`config.mk`:
```
export PLATFORM = sky130hd
export DESIGN_NAME = frtic_timer
export DESIGN_NICKNAME = d
export VERILOG_FILES = /design/src/hdl/frtic_pkg.sv /design/src/hdl/frtic_timer.sv
export SDC_FILE = /design/constraint.sdc
export NUM_CORES = 1
export LEC_CHECK = 0
export BUFFER_PORTS_ARGS = -buffer_cell sky130_fd_sc_hd__buf_2
export CORE_ASPECT_RATIO = 0.7
export CORE_MARGIN = 2
export CORE_UTILIZATION = 45
export CTS_CLUSTER_SIZE = 28
export DETAILED_ROUTE_END_ITERATION = 6
export HOLD_SLACK_MARGIN = 0.15
export MAX_ROUTING_LAYER = met4
export PLACE_DENSITY_LB_ADDON = 0.12
export RECOVER_POWER = 50
export SETUP_SLACK_MARGIN = 0.05
export SLEW_MARGIN = 15
export SYNTH_ARGS = -nofsm -noshare
export SYNTH_HDL_FRONTEND = slang
export SYNTH_SLANG_ARGS = --single-unit
```
`constraint.sdc`:
```
create_clock -name sys_clk -period 2.9 [get_ports sys_clk]
set_input_delay 0.58 -clock sys_clk [delete_from_list [all_inputs] [get_ports sys_clk]]
set_output_delay 0.58 -clock sys_clk [all_outputs]
set_load 0.005 [all_outputs]
```
`src/hdl/frtic_pkg.sv`:
```
// constants for the free-running timer with input capture
package frtic_pkg;
    localparam logic [7:0]  OFF_COUNT = 8'h00;    // counter, read only
    localparam logic [7:0]  OFF_PULSE_ACCUM_CONTROL_REG = 8'h04;    // pulse_accum_control_reg
    localparam logic [7:0]  OFF_EDGE  = 8'h08;    // capture_edge_control_reg
    localparam logic [7:0]  OFF_FLAG  = 8'h0C;    // timer_flag_reg_one, w1c
    localparam logic [7:0]  OFF_MASK  = 8'h10;    // timer_mask_reg_one
    localparam logic [7:0]  OFF_PORT  = 8'h14;    // port_a_data_reg
    localparam logic [7:0]  OFF_CAPT  = 8'h18;    // capture 1..4, word apart
    localparam logic [7:0]  OFF_CMP   = 8'h28;    // compare 1..4, word apart
    // pulse_accum_control_reg fields
    localparam int          PA_PRE    = 0;        // prescale_select [1:0]
    localparam int          PA_SEL    = 2;        // capture4_compare5_select
    localparam int          PA_DIR    = 3;        // shared_pin_direction_bit
    // flag / mask layout
    localparam int          FL_IC     = 0;        // capture 1..4 at [3:0]
    localparam int          FL_OC5    = 4;        // shared compare
    localparam int          FL_OC     = 5;        // compare 1..4 at [8:5]
    localparam int          FL_OVF    = 9;        // counter overflow
    localparam int          NFLAG     = 10;
    // reset values and counts
    localparam logic [15:0] CNT_RST   = 16'h0000;
    localparam logic [15:0] CNT_MAX   = 16'hFFFF;
    localparam logic [15:0] CMP_RST   = 16'hFFFF;
    localparam logic [1:0]  BLK_CYC   = 2'h2;     // one bus cycle = two clocks
endpackage : frtic_pkg

```
`src/hdl/frtic_timer.sv`:
```
// free-running 16-bit timer with input capture, compare match and bus slave
//
// Notes on behaviour
// - bus clock divided by 1, 4, 8 or 16 per prescale_select 00..11
// - 16-bit counter counts up from zero after reset
// - at all-ones it wraps to zero, sets overflow flag, keeps counting
// - software cannot reset, load, alter or stop the counter
// - three capture, four compare, one shared capture/compare channel
// - each capture channel has its own 16-bit latch register
// - every timer event has its own enable and its own vector line
// - selected edge on a channel pin copies counter into its latch
// - edges synchronised; latch on phase opposite to counter increment
// - pin levels of the four capture pins readable in port register
// - select bit set: shared pin is capture four; clear: compare five
// - shared pin direction bit resets to zero, pin is an input
// - shared pin as output with capture four on: written edges capture
// - writes to the shared register ignored while it is capture four
// - pin owned by compare function ignores general-purpose writes
// - edge pair: 00 off, 01 rising, 10 falling, 11 either edge
// - high-byte capture read blocks transfer one bus cycle, not lost
// - reset leaves capture registers unchanged
`timescale 1ns/100ps
`default_nettype none
module frtic_timer
    import frtic_pkg::*;
(
    input  wire logic              sys_clk,
    input  wire logic              rstn,
    input  wire logic [7:0]        avs_address,
    input  wire logic              avs_read,
    input  wire logic              avs_write,
    input  wire logic [31:0]       avs_writedata,
    input  wire logic [3:0]        avs_byteenable,
    output logic      [31:0]       avs_readdata,
    output logic                   avs_waitrequest,
    input  wire logic [2:0]        capture_pin_in,
    input  wire logic              shared_channel_pin_in,
    output logic                   shared_channel_pin_out,
    output logic                   shared_channel_pin_oe_n,
    output logic [NFLAG-1:0]       irq_vector,
    output logic                   irq
);
    typedef struct packed {
        logic [15:0]             cnt;
        logic                    phase;      // phase_two_clock
        logic [3:0]              pdiv;
        logic                    tickd;      // counter moved last cycle
        logic [1:0]              presc;
        logic                    sel;
        logic                    dir;
        logic [7:0]              edge_sel;
        logic                    pout;
        logic [NFLAG-1:0]        flag;
        logic [NFLAG-1:0]        mask;
        logic [3:0][15:0]        capt;
        logic [3:0][15:0]        cmp;
        logic [3:0][2:0]         sync;
        logic [3:0]              lvl;
        logic [3:0]              pend;
        logic [1:0]              blk;
        logic                    ack;
        logic [31:0]             rdata;
    } frtic_state_s;

    frtic_state_s q;
    frtic_state_s d;
    logic [3:0]   pin_raw;
    logic [3:0]   limit;
    logic         inc;
    logic         req;
    logic [3:0]   ch_on;

    assign pin_raw = {shared_channel_pin_in, capture_pin_in};
    assign req     = avs_read | avs_write;

    // prescale limit: divide bus cycles by 1, 4, 8 or 16
    always_comb begin
        case (q.presc)
            2'b00:   limit = 4'h0;
            2'b01:   limit = 4'h3;
            2'b10:   limit = 4'h7;
            default: limit = 4'hF;
        endcase
    end

    // counter advances on the high half of the phase clock only
    assign inc = q.phase & (q.pdiv >= limit);

    // channel enables; the shared channel captures only when selected
    always_comb begin
        for (int i = 0; i < 4; i++) begin
            ch_on[i] = (q.edge_sel[2*i +: 2] != 2'b00);
        end
        ch_on[3] = ch_on[3] & q.sel;
    end

    // next-state logic: counter, capture, compare, registers
    always_comb begin
        logic       lv;
        logic [4:0] wi;
        d = q;
        lv = 1'b0;
        wi = 5'h00;
        // write one to clear first, so any set later in this cycle wins
        if (q.ack && avs_write && avs_address == OFF_FLAG) begin
            d.flag = q.flag & ~avs_writedata[NFLAG-1:0];
        end
        // phase clock and prescaler
        d.phase = ~q.phase;
        d.tickd = inc;
        if (q.phase) begin
            d.pdiv = (q.pdiv >= limit) ? 4'h0 : q.pdiv + 4'h1;
        end
        if (inc) begin
            d.cnt = q.cnt + 16'h0001;
            if (q.cnt == CNT_MAX) begin
                d.flag[FL_OVF] = 1'b1;
            end
        end
        // synchronise pins and detect edges
        for (int i = 0; i < 4; i++) begin
            d.sync[i] = {q.sync[i][1:0], pin_raw[i]};
            lv = (q.sync[i][1] == q.sync[i][2]) ? q.sync[i][2] : q.lvl[i];
            if (i == 3 && q.dir) begin
                lv = q.pout;
            end
            d.lvl[i] = lv;
            if (ch_on[i] && lv != q.lvl[i]) begin
                if ((lv && q.edge_sel[2*i]) || (!lv && q.edge_sel[2*i+1])) begin
                    d.pend[i] = 1'b1;
                end
            end
        end
        // latch on the low half, unless a high-byte read blocks it
        if (q.blk != 2'h0) begin
            d.blk = q.blk - 2'h1;
        end else if (!q.phase) begin
            for (int i = 0; i < 4; i++) begin
                if (q.pend[i]) begin
                    d.capt[i]         = q.cnt;
                    d.pend[i]         = 1'b0;
                    d.flag[FL_IC + i] = 1'b1;
                end
            end
        end
        // compare match once per counter step
        if (!q.phase && q.tickd) begin
            for (int i = 0; i < 4; i++) begin
                if (q.cmp[i] == q.cnt) begin
                    d.flag[FL_OC + i] = 1'b1;
                end
            end
            if (!q.sel && q.capt[3] == q.cnt) begin
                d.flag[FL_OC5] = 1'b1;
            end
        end
        // bus: one wait cycle, access completes when ack is high
        d.ack = req & ~q.ack;
        if (req && !q.ack) begin
            case (avs_address)
                OFF_COUNT: d.rdata = {16'h0000, q.cnt};
                OFF_PULSE_ACCUM_CONTROL_REG: d.rdata = {28'h000_0000, q.dir, q.sel, q.presc};
                OFF_EDGE:  d.rdata = {24'h00_0000, q.edge_sel};
                OFF_FLAG:  d.rdata = {22'h00_0000, q.flag};
                OFF_MASK:  d.rdata = {22'h00_0000, q.mask};
                OFF_PORT:  d.rdata = {28'h000_0000, q.lvl};
                default:   d.rdata = 32'h0000_0000;
            endcase
            if (avs_address >= OFF_CAPT && avs_address < OFF_CMP + 8'h10) begin
                wi = avs_address[6:2] - OFF_CAPT[6:2];
                d.rdata = {16'h0000, wi[2] ? q.cmp[wi[1:0]] : q.capt[wi[1:0]]};
            end
        end
        if (q.ack && avs_read && avs_byteenable[1]
            && avs_address >= OFF_CAPT && avs_address < OFF_CMP) begin
            d.blk = BLK_CYC;
        end
        if (q.ack && avs_write) begin
            // the counter offset has no write path
            case (avs_address)
                OFF_PULSE_ACCUM_CONTROL_REG: begin
                    d.presc = avs_writedata[PA_PRE +: 2];
                    d.sel   = avs_writedata[PA_SEL];
                    d.dir   = avs_writedata[PA_DIR];
                end
                OFF_EDGE: d.edge_sel = avs_writedata[7:0];
                OFF_MASK: d.mask = avs_writedata[NFLAG-1:0];
                OFF_PORT: begin
                    if (q.sel) begin
                        d.pout = avs_writedata[3];
                    end
                end
                OFF_CAPT + 8'h0C: begin
                    if (!q.sel) begin
                        d.capt[3] = avs_writedata[15:0];
                    end
                end
                default: ;
            endcase
            if (avs_address >= OFF_CMP && avs_address < OFF_CMP + 8'h10) begin
                wi = avs_address[6:2] - OFF_CMP[6:2];
                d.cmp[wi[1:0]] = avs_writedata[15:0];
            end
        end
        // synchronous reset; capture latches keep their contents
        if (!rstn) begin
            d.cnt      = CNT_RST;
            d.phase    = 1'b0;
            d.pdiv     = 4'h0;
            d.tickd    = 1'b0;
            d.presc    = 2'b00;
            d.sel      = 1'b0;
            d.dir      = 1'b0;
            d.edge_sel = 8'h00;
            d.pout     = 1'b0;
            d.flag     = '0;
            d.mask     = '0;
            d.cmp      = {4{CMP_RST}};
            d.sync     = '0;
            d.lvl      = 4'h0;
            d.pend     = 4'h0;
            d.blk      = 2'h0;
            d.ack      = 1'b0;
            d.rdata    = 32'h0000_0000;
            d.capt     = q.capt;
        end
    end

    // state register
    always_ff @(posedge sys_clk) begin
        q <= d;
    end

    // outputs
    assign avs_waitrequest         = req & ~q.ack;
    assign avs_readdata            = q.rdata;
    assign shared_channel_pin_out  = q.pout;
    assign shared_channel_pin_oe_n = ~q.dir;
    assign irq_vector              = q.flag & q.mask;
    assign irq                     = |(q.flag & q.mask);
endmodule : frtic_timer
`default_nettype wire

```
==> Word-level counts from Yosys, hierarchy flattened <==
Index checks and enable logic that the tools add are counted.
{ "totals": {"ff_bits": 238, "latchBits": 0, "mem_bits_rw": 0, "rom_bits": 0, "inputBits": 52, "out_inout_bits": 46, "word_cells": 186, "n_memories": 0} }
{ "classes": {"add_sub_neg": 5, "multipliers": 0, "div": 0, "magnitude_cmp": 8, "eq_ne": 22, "n_shift": 0, "n_mux": 57, "bitwise": 12, "reduce_logical": 53} }
{ "ops": {"columns": ["op", "n"], "rows": [
  ["2-to-1 mux 16 bit", 11],
  ["2-to-1 mux 64 bit", 2],
  ["case mux 16 bit (6 select lines)", 1],
  ["== test 16 bit", 5],
  ["binary-select mux 16 bit (select 2 bit)", 2],
  ["bitwise mux 64 bit", 1],
  ["demux 16 bit (select 2 bit)", 1],
  ["2-to-1 mux 32 bit", 1],
  ["2-to-1 mux 1 bit", 28],
  ["logical AND 1 bit", 24],
  ["bitwise AND 10 bit", 2],
  ["2-to-1 mux 4 bit", 5],
  ["adder 16 x 1 -> 16 bit (second input constant)", 1],
  ["== test 16 bit (second input constant)", 1],
  ["== test 8 x 4 -> 1 bit (second input constant)", 2],
  ["== test 8 x 5 -> 1 bit (second input constant)", 2],
  ["< comparator 8 x 6 -> 1 bit (second input constant)", 2],
  ["case mux 4 bit (3 select lines)", 1],
  ["AND reduction 4 bit", 3],
  ["nonzero test 2 bit", 6],
  ["2-to-1 mux 10 bit", 1],
  ["inverter 10 bit", 1],
  ["OR reduction 10 bit", 1],
  ["== test 8 x 3 -> 1 bit (second input constant)", 1],
  ["other kinds (26)", 52]
]} }

==> Logic depth before layout (Yosys ltp) <==
{ "logic_depth": {"ltp_word": 11, "ltp_mapped": 9, "ltp_nobuf": 8} }

==> Worst setup path before layout <==
OpenSTA, ideal clock, no wires.
{ "synth_timing": {"path_kind": "input -> register", "from": "input avs_address[4]", "to": "register q (netlist bit avs_readdata[10])", "setup_time_ps": 134, "arrival_ps": 2381, "required_ps": 2766, "slack_ps": 385, "cell_stages": 9, "n_path_buf": 3, "path_cell_list": "buf_2 inv_1 ha_1 clkbuf_1 buf_1 mux2i_1 nor2_1 a21oi_1 a21oi_1"} }
{ "synth_between": {"elab_chain_len": 3, "word_cells_on_any_way": 13, "classes_between": "add/sub: 1; order compare: 2; eq/ne: 5; mux: 3; reduce/logical: 2"} }
{ "synth_lines": {"columns": ["item", "line_no", "source"], "rows": [
  ["start: declaration", "frtic_timer.sv:29", "input wire logic [7:0] avs_address,"],
  ["greater-or-equal comparator 8 x 5 -> 1 bit (tied with other cells)", "frtic_timer.sv:169", "if (avs_address >= OFF_CAPT && avs_address < OFF_CMP + 8'h10) begin"],
  ["logical AND 1 bit (tied with other cells)", "frtic_timer.sv:169", null],
  ["2-to-1 mux 32 bit *", "frtic_timer.sv:169", null],
  ["end signal: assignment", "frtic_timer.sv:231", "q <= d;"],
  ["end: declaration", "frtic_timer.sv:65", "frtic_state_s q;"]
]} }
Every way passes the cells marked *; elsewhere a longest branch is shown, timed or not.
A chain may end at the register's enable or synchronous reset.

==> Final worst setup path <==
{ "layout_timing": {"from": "register q[195] (netlist bit)", "to": "output irq"} }
{ "layout_between": {"elab_chain_len": 2} }
{ "layout_lines": {"columns": ["item", "line_no", "source"], "rows": [
  ["bitwise AND 10 bit", "frtic_timer.sv:240", "assign irq = |(q.flag & q.mask);"],
  ["OR reduction 10 bit", "frtic_timer.sv:240", null],
  ["end: declaration", "frtic_timer.sv:41", "output logic irq"]
]} }
Every way passes these cells.

==> qor.txt <==
number of maximum-capacitance constraint violations -> 0
crit path max fanout -> 2
via count of the routed design -> 8480
most used flip-flop cell after synthesis -> sky130_fd_sc_hd__dfxtp_1
final-layout setup total negative slack -> 0 ns
Hold Path Class -> primary input to register
maximum number of pins on one net before global-route repair -> 90
count of different cell masters after synthesis -> 59
final global-route overflow total -> 0
net count reported at finish -> 1220
worst setup timing slack at the placement stage -> 0.3474 ns
yosys synthesis warning count -> 0
buffer and inverter count on the worst path -> 1
overall die height -> 136.5 um
Critical Path End Type -> output port
wire length after detailed routing -> 33780 um
number of primary I/O pins -> 98
critical path arrival -> 2.24 ns
fraction of final layout cells sized beyond drive strength 1 -> 0.1481
All-Layer GR Usage -> 0.2660
Avg Synthesized Cell Area -> 10.05 um2
count of buffers inserted at the top-level ports -> 62
RSZ-0062 raised after global routing -> yes
slowest stage delay, CP -> 0.50 ns
Core Rows -> 48
P per Cell Area -> 526.6 nW/um2
Max rail drop VDD -> 0.3884 mV
Sink Count -> 222
Post-Syn Area -> 11280 um2
most instantiated cells after synthesis -> sky130_fd_sc_hd__nand2_1, sky130_fd_sc_hd__dfxtp_1, sky130_fd_sc_hd__mux2i_1, sky130_fd_sc_hd__edfxtp_1, sky130_fd_sc_hd__xor2_1
register bit total from synthesis -> 222
core area -> 24620 um2
average wire per cell in the routed design -> 22.51 um
Achievable Freq -> 354.4 MHz
crit path kind -> register to output port
run status -> finished, final reports clean
width of the die -> 193.3 um
Post-Synthesis Cells -> 1123
cell with the largest stage delay on the worst path -> sky130_fd_sc_hd__or4_4
cell class contributing the biggest share of worst-path delay -> simple AND/OR/NAND/NOR gates
number of global-route vias before repair -> 7963
library cell occupying the most area in the post-synthesis netlist -> sky130_fd_sc_hd__dfxtp_1
Max Root-Sink Buffers -> 3
Worst Slack Setup Final -> 0.07803 ns
later-pin clock latency in the skew report -> 0.51 ns
number of detailed-route iterations in the first pass -> 5
Syn-to-layout area delta -> 10.59%
number of H-tree levels -> 1
Pleak -> 0.004520 uW
post-route clock period utilization -> 0.9731
CTS Root Cell -> sky130_fd_sc_hd__clkbuf_16
remaining routing DRC violations -> 0
wire length of the first global-routing pass -> 50980 um
Final Hold Viols -> 0
initial cell density of the core -> 0.4582
register clock-pin slew on the reported worst setup and hold paths -> 0.06 ns
CTS tree -> yes
largest cells by area after synthesis -> sky130_fd_sc_hd__dfxtp_1, sky130_fd_sc_hd__edfxtp_1, sky130_fd_sc_hd__mux2i_1
CP cell instances -> and2_4 -> or2_4 -> or4_4 -> or4_1 -> buf_2
most instantiated library cell after synthesis -> sky130_fd_sc_hd__nand2_1
Slew headroom -> 0.1107
Worst EP required -> 2.32 ns
fraction of registers with async set or reset after synthesis -> 0
slew at the pin closest to its max-slew limit -> 1.334 ns
maximum clock skew at final layout -> 0.009269 ns
Via-to-Cell Ratio -> 5.650
final number of setup-violating endpoints -> 0
detailed placement HPWL -> 23940 um
post-route ant nets -> 0
final cell utilization of the core -> 0.5067
count of routing violations after the opening detailed-route iteration -> 793
Seq/Total Area, Yosys -> 0.4507
fraction of post-synthesis cell area in the top cell type by area -> 0.2804
TritonCTS buffer count -> 23
kind of start point of the critical path -> register
post-route minimum period -> 2.822 ns
final RePlAce weighted congestion -> 0.8708
final number of max-transition violations -> 0
area of the die -> 26370 um2
number of antenna violations at the first check in global routing -> 1
number of enable flip-flop cells after synthesis -> 64
number of buffers inserted for hold repair after clock tree synthesis -> 0
-- what timing repair did --
action / 4_1_cts / 5_1_grt
gates resized for setup: 9 / 0
setup endpoints to repair: 1 / 1
gates cloned: 0 / 0
buffers inserted: 2 / 0
pin swaps: 2 / 0
-- metrics by stage --
| stage | total power [uW] | area [um2] | std cells | hold WS [ns] |
|---|---|---|---|---|
| after floorplan | 3643 | 11340 | 1138 | 0.4119 |
| after CTS | 6633 | 12620 | 1500 | 0.2649 |
| after global placement | 3799 | 11870 | 1458 | 0.4148 |
| final | 6570 | 12480 | 1501 | 0.2813 |
| after detailed placement | 3801 | 11870 | 1458 | 0.4177 |
| after global routing | 6800 | 12480 | 1501 | 0.2666 |
-- logic make-up (layout without fill, tap and decap cells) --
| family | Yosys count | count (layout) | synth area share |
|---|---|---|---|
| xor+xnor | 84 | 84 | 0.06521 |
| compound gates | 136 | 136 | 0.07508 |
| other cells | 1 | 17 | 0.0003324 |
| mux | 133 | 133 | 0.1538 |
| simple gates | 411 | 411 | 0.1869 |
| fa+ha+maj | 9 | 9 | 0.009760 |
| buf+inv | 127 | 164 | 0.05822 |
| flops | 222 | 222 | 0.4507 |
-- final cells by class --
cell class	count	area [um2]
Sequential cell	222	5090
Inverter	14	52.55
Timing Repair Buffer	110	624.3
Clock buffer	37	698.2
Multi-Input combinational cell	789	5588
Clock inverter	3	15.01
Antenna cell	1	2.502
Tap cell	325	406.6
Fill cell	2324	12150
-- metal layers --
metal	global-route usage	share of wire	vias to the layer above
li1	-	-	3999
met1	0.3908	0.48	4130
met2	0.3641	0.40	308
met3	0.07591	0.097	43
met4	0.04623	0.017	0
met5	-	0	-
-- worst reg2reg max path: stages, from the launching register on --
cell and delay, ns:
sky130_fd_sc_hd__dfxtp_1 0.35, sky130_fd_sc_hd__or2_2 0.32, sky130_fd_sc_hd__ha_1 0.28, sky130_fd_sc_hd__nor2b_1 0.05
sky130_fd_sc_hd__o21a_1 0.21, sky130_fd_sc_hd__or4_1 0.69, sky130_fd_sc_hd__or3_1 0.40, sky130_fd_sc_hd__a21boi_1 0.13
-- layout by cell type (no fill, tap or decap), types with 24 or more instances in the layout --
master	n
sky130_fd_sc_hd__nand3_1	46
sky130_fd_sc_hd__dfxtp_1	154
sky130_fd_sc_hd__a21oi_1	48
sky130_fd_sc_hd__edfxtp_1	64
sky130_fd_sc_hd__o21ai_0	26
sky130_fd_sc_hd__clkbuf_1	38
sky130_fd_sc_hd__mux4_2	32
sky130_fd_sc_hd__nand2_1	171
sky130_fd_sc_hd__xor2_1	60
sky130_fd_sc_hd__nor2_1	35
sky130_fd_sc_hd__buf_2	47
sky130_fd_sc_hd__xnor2_1	24
sky130_fd_sc_hd__buf_4	26
sky130_fd_sc_hd__mux2i_1	98
-- state kept, by name, summed over array words and instances, names as in the netlist --
register,flops
q,205
avs_readdata,16
shared_channel_pin_out,1
-- report_power, final --
| group | internal [uW] | switching [uW] | leakage [uW] |
|---|---|---|---|
| Clock | 1640 | 1210 | 0.000354 |
| Sequential | 3230 | 31.9 | 0.00188 |
| Combinational | 172 | 295 | 0.00228 |
| Total | 5030 | 1540 | 0.00452 |
-- path summary, 6_finish.rpt --
check / endpoint / depth (start not counted) / slack, ns / from
setup / recovery: irq / 5 / 0.08 / q[195]$_SDFF_PN0_
hold / removal: q[46]$_SDFF_PN0_ / 2 / 0.28 / capture_pin_in[1]
setup reg to reg: q[234]$_SDFFE_PN0P_ / 7 / 0.40 / q[214]$_SDFFE_PN0P_
hold reg to reg: q[44]$_SDFF_PN0_ / 1 / 0.43 / q[43]$_SDFF_PN0_
Note: power is estimated with default switching activity, not from simulation.
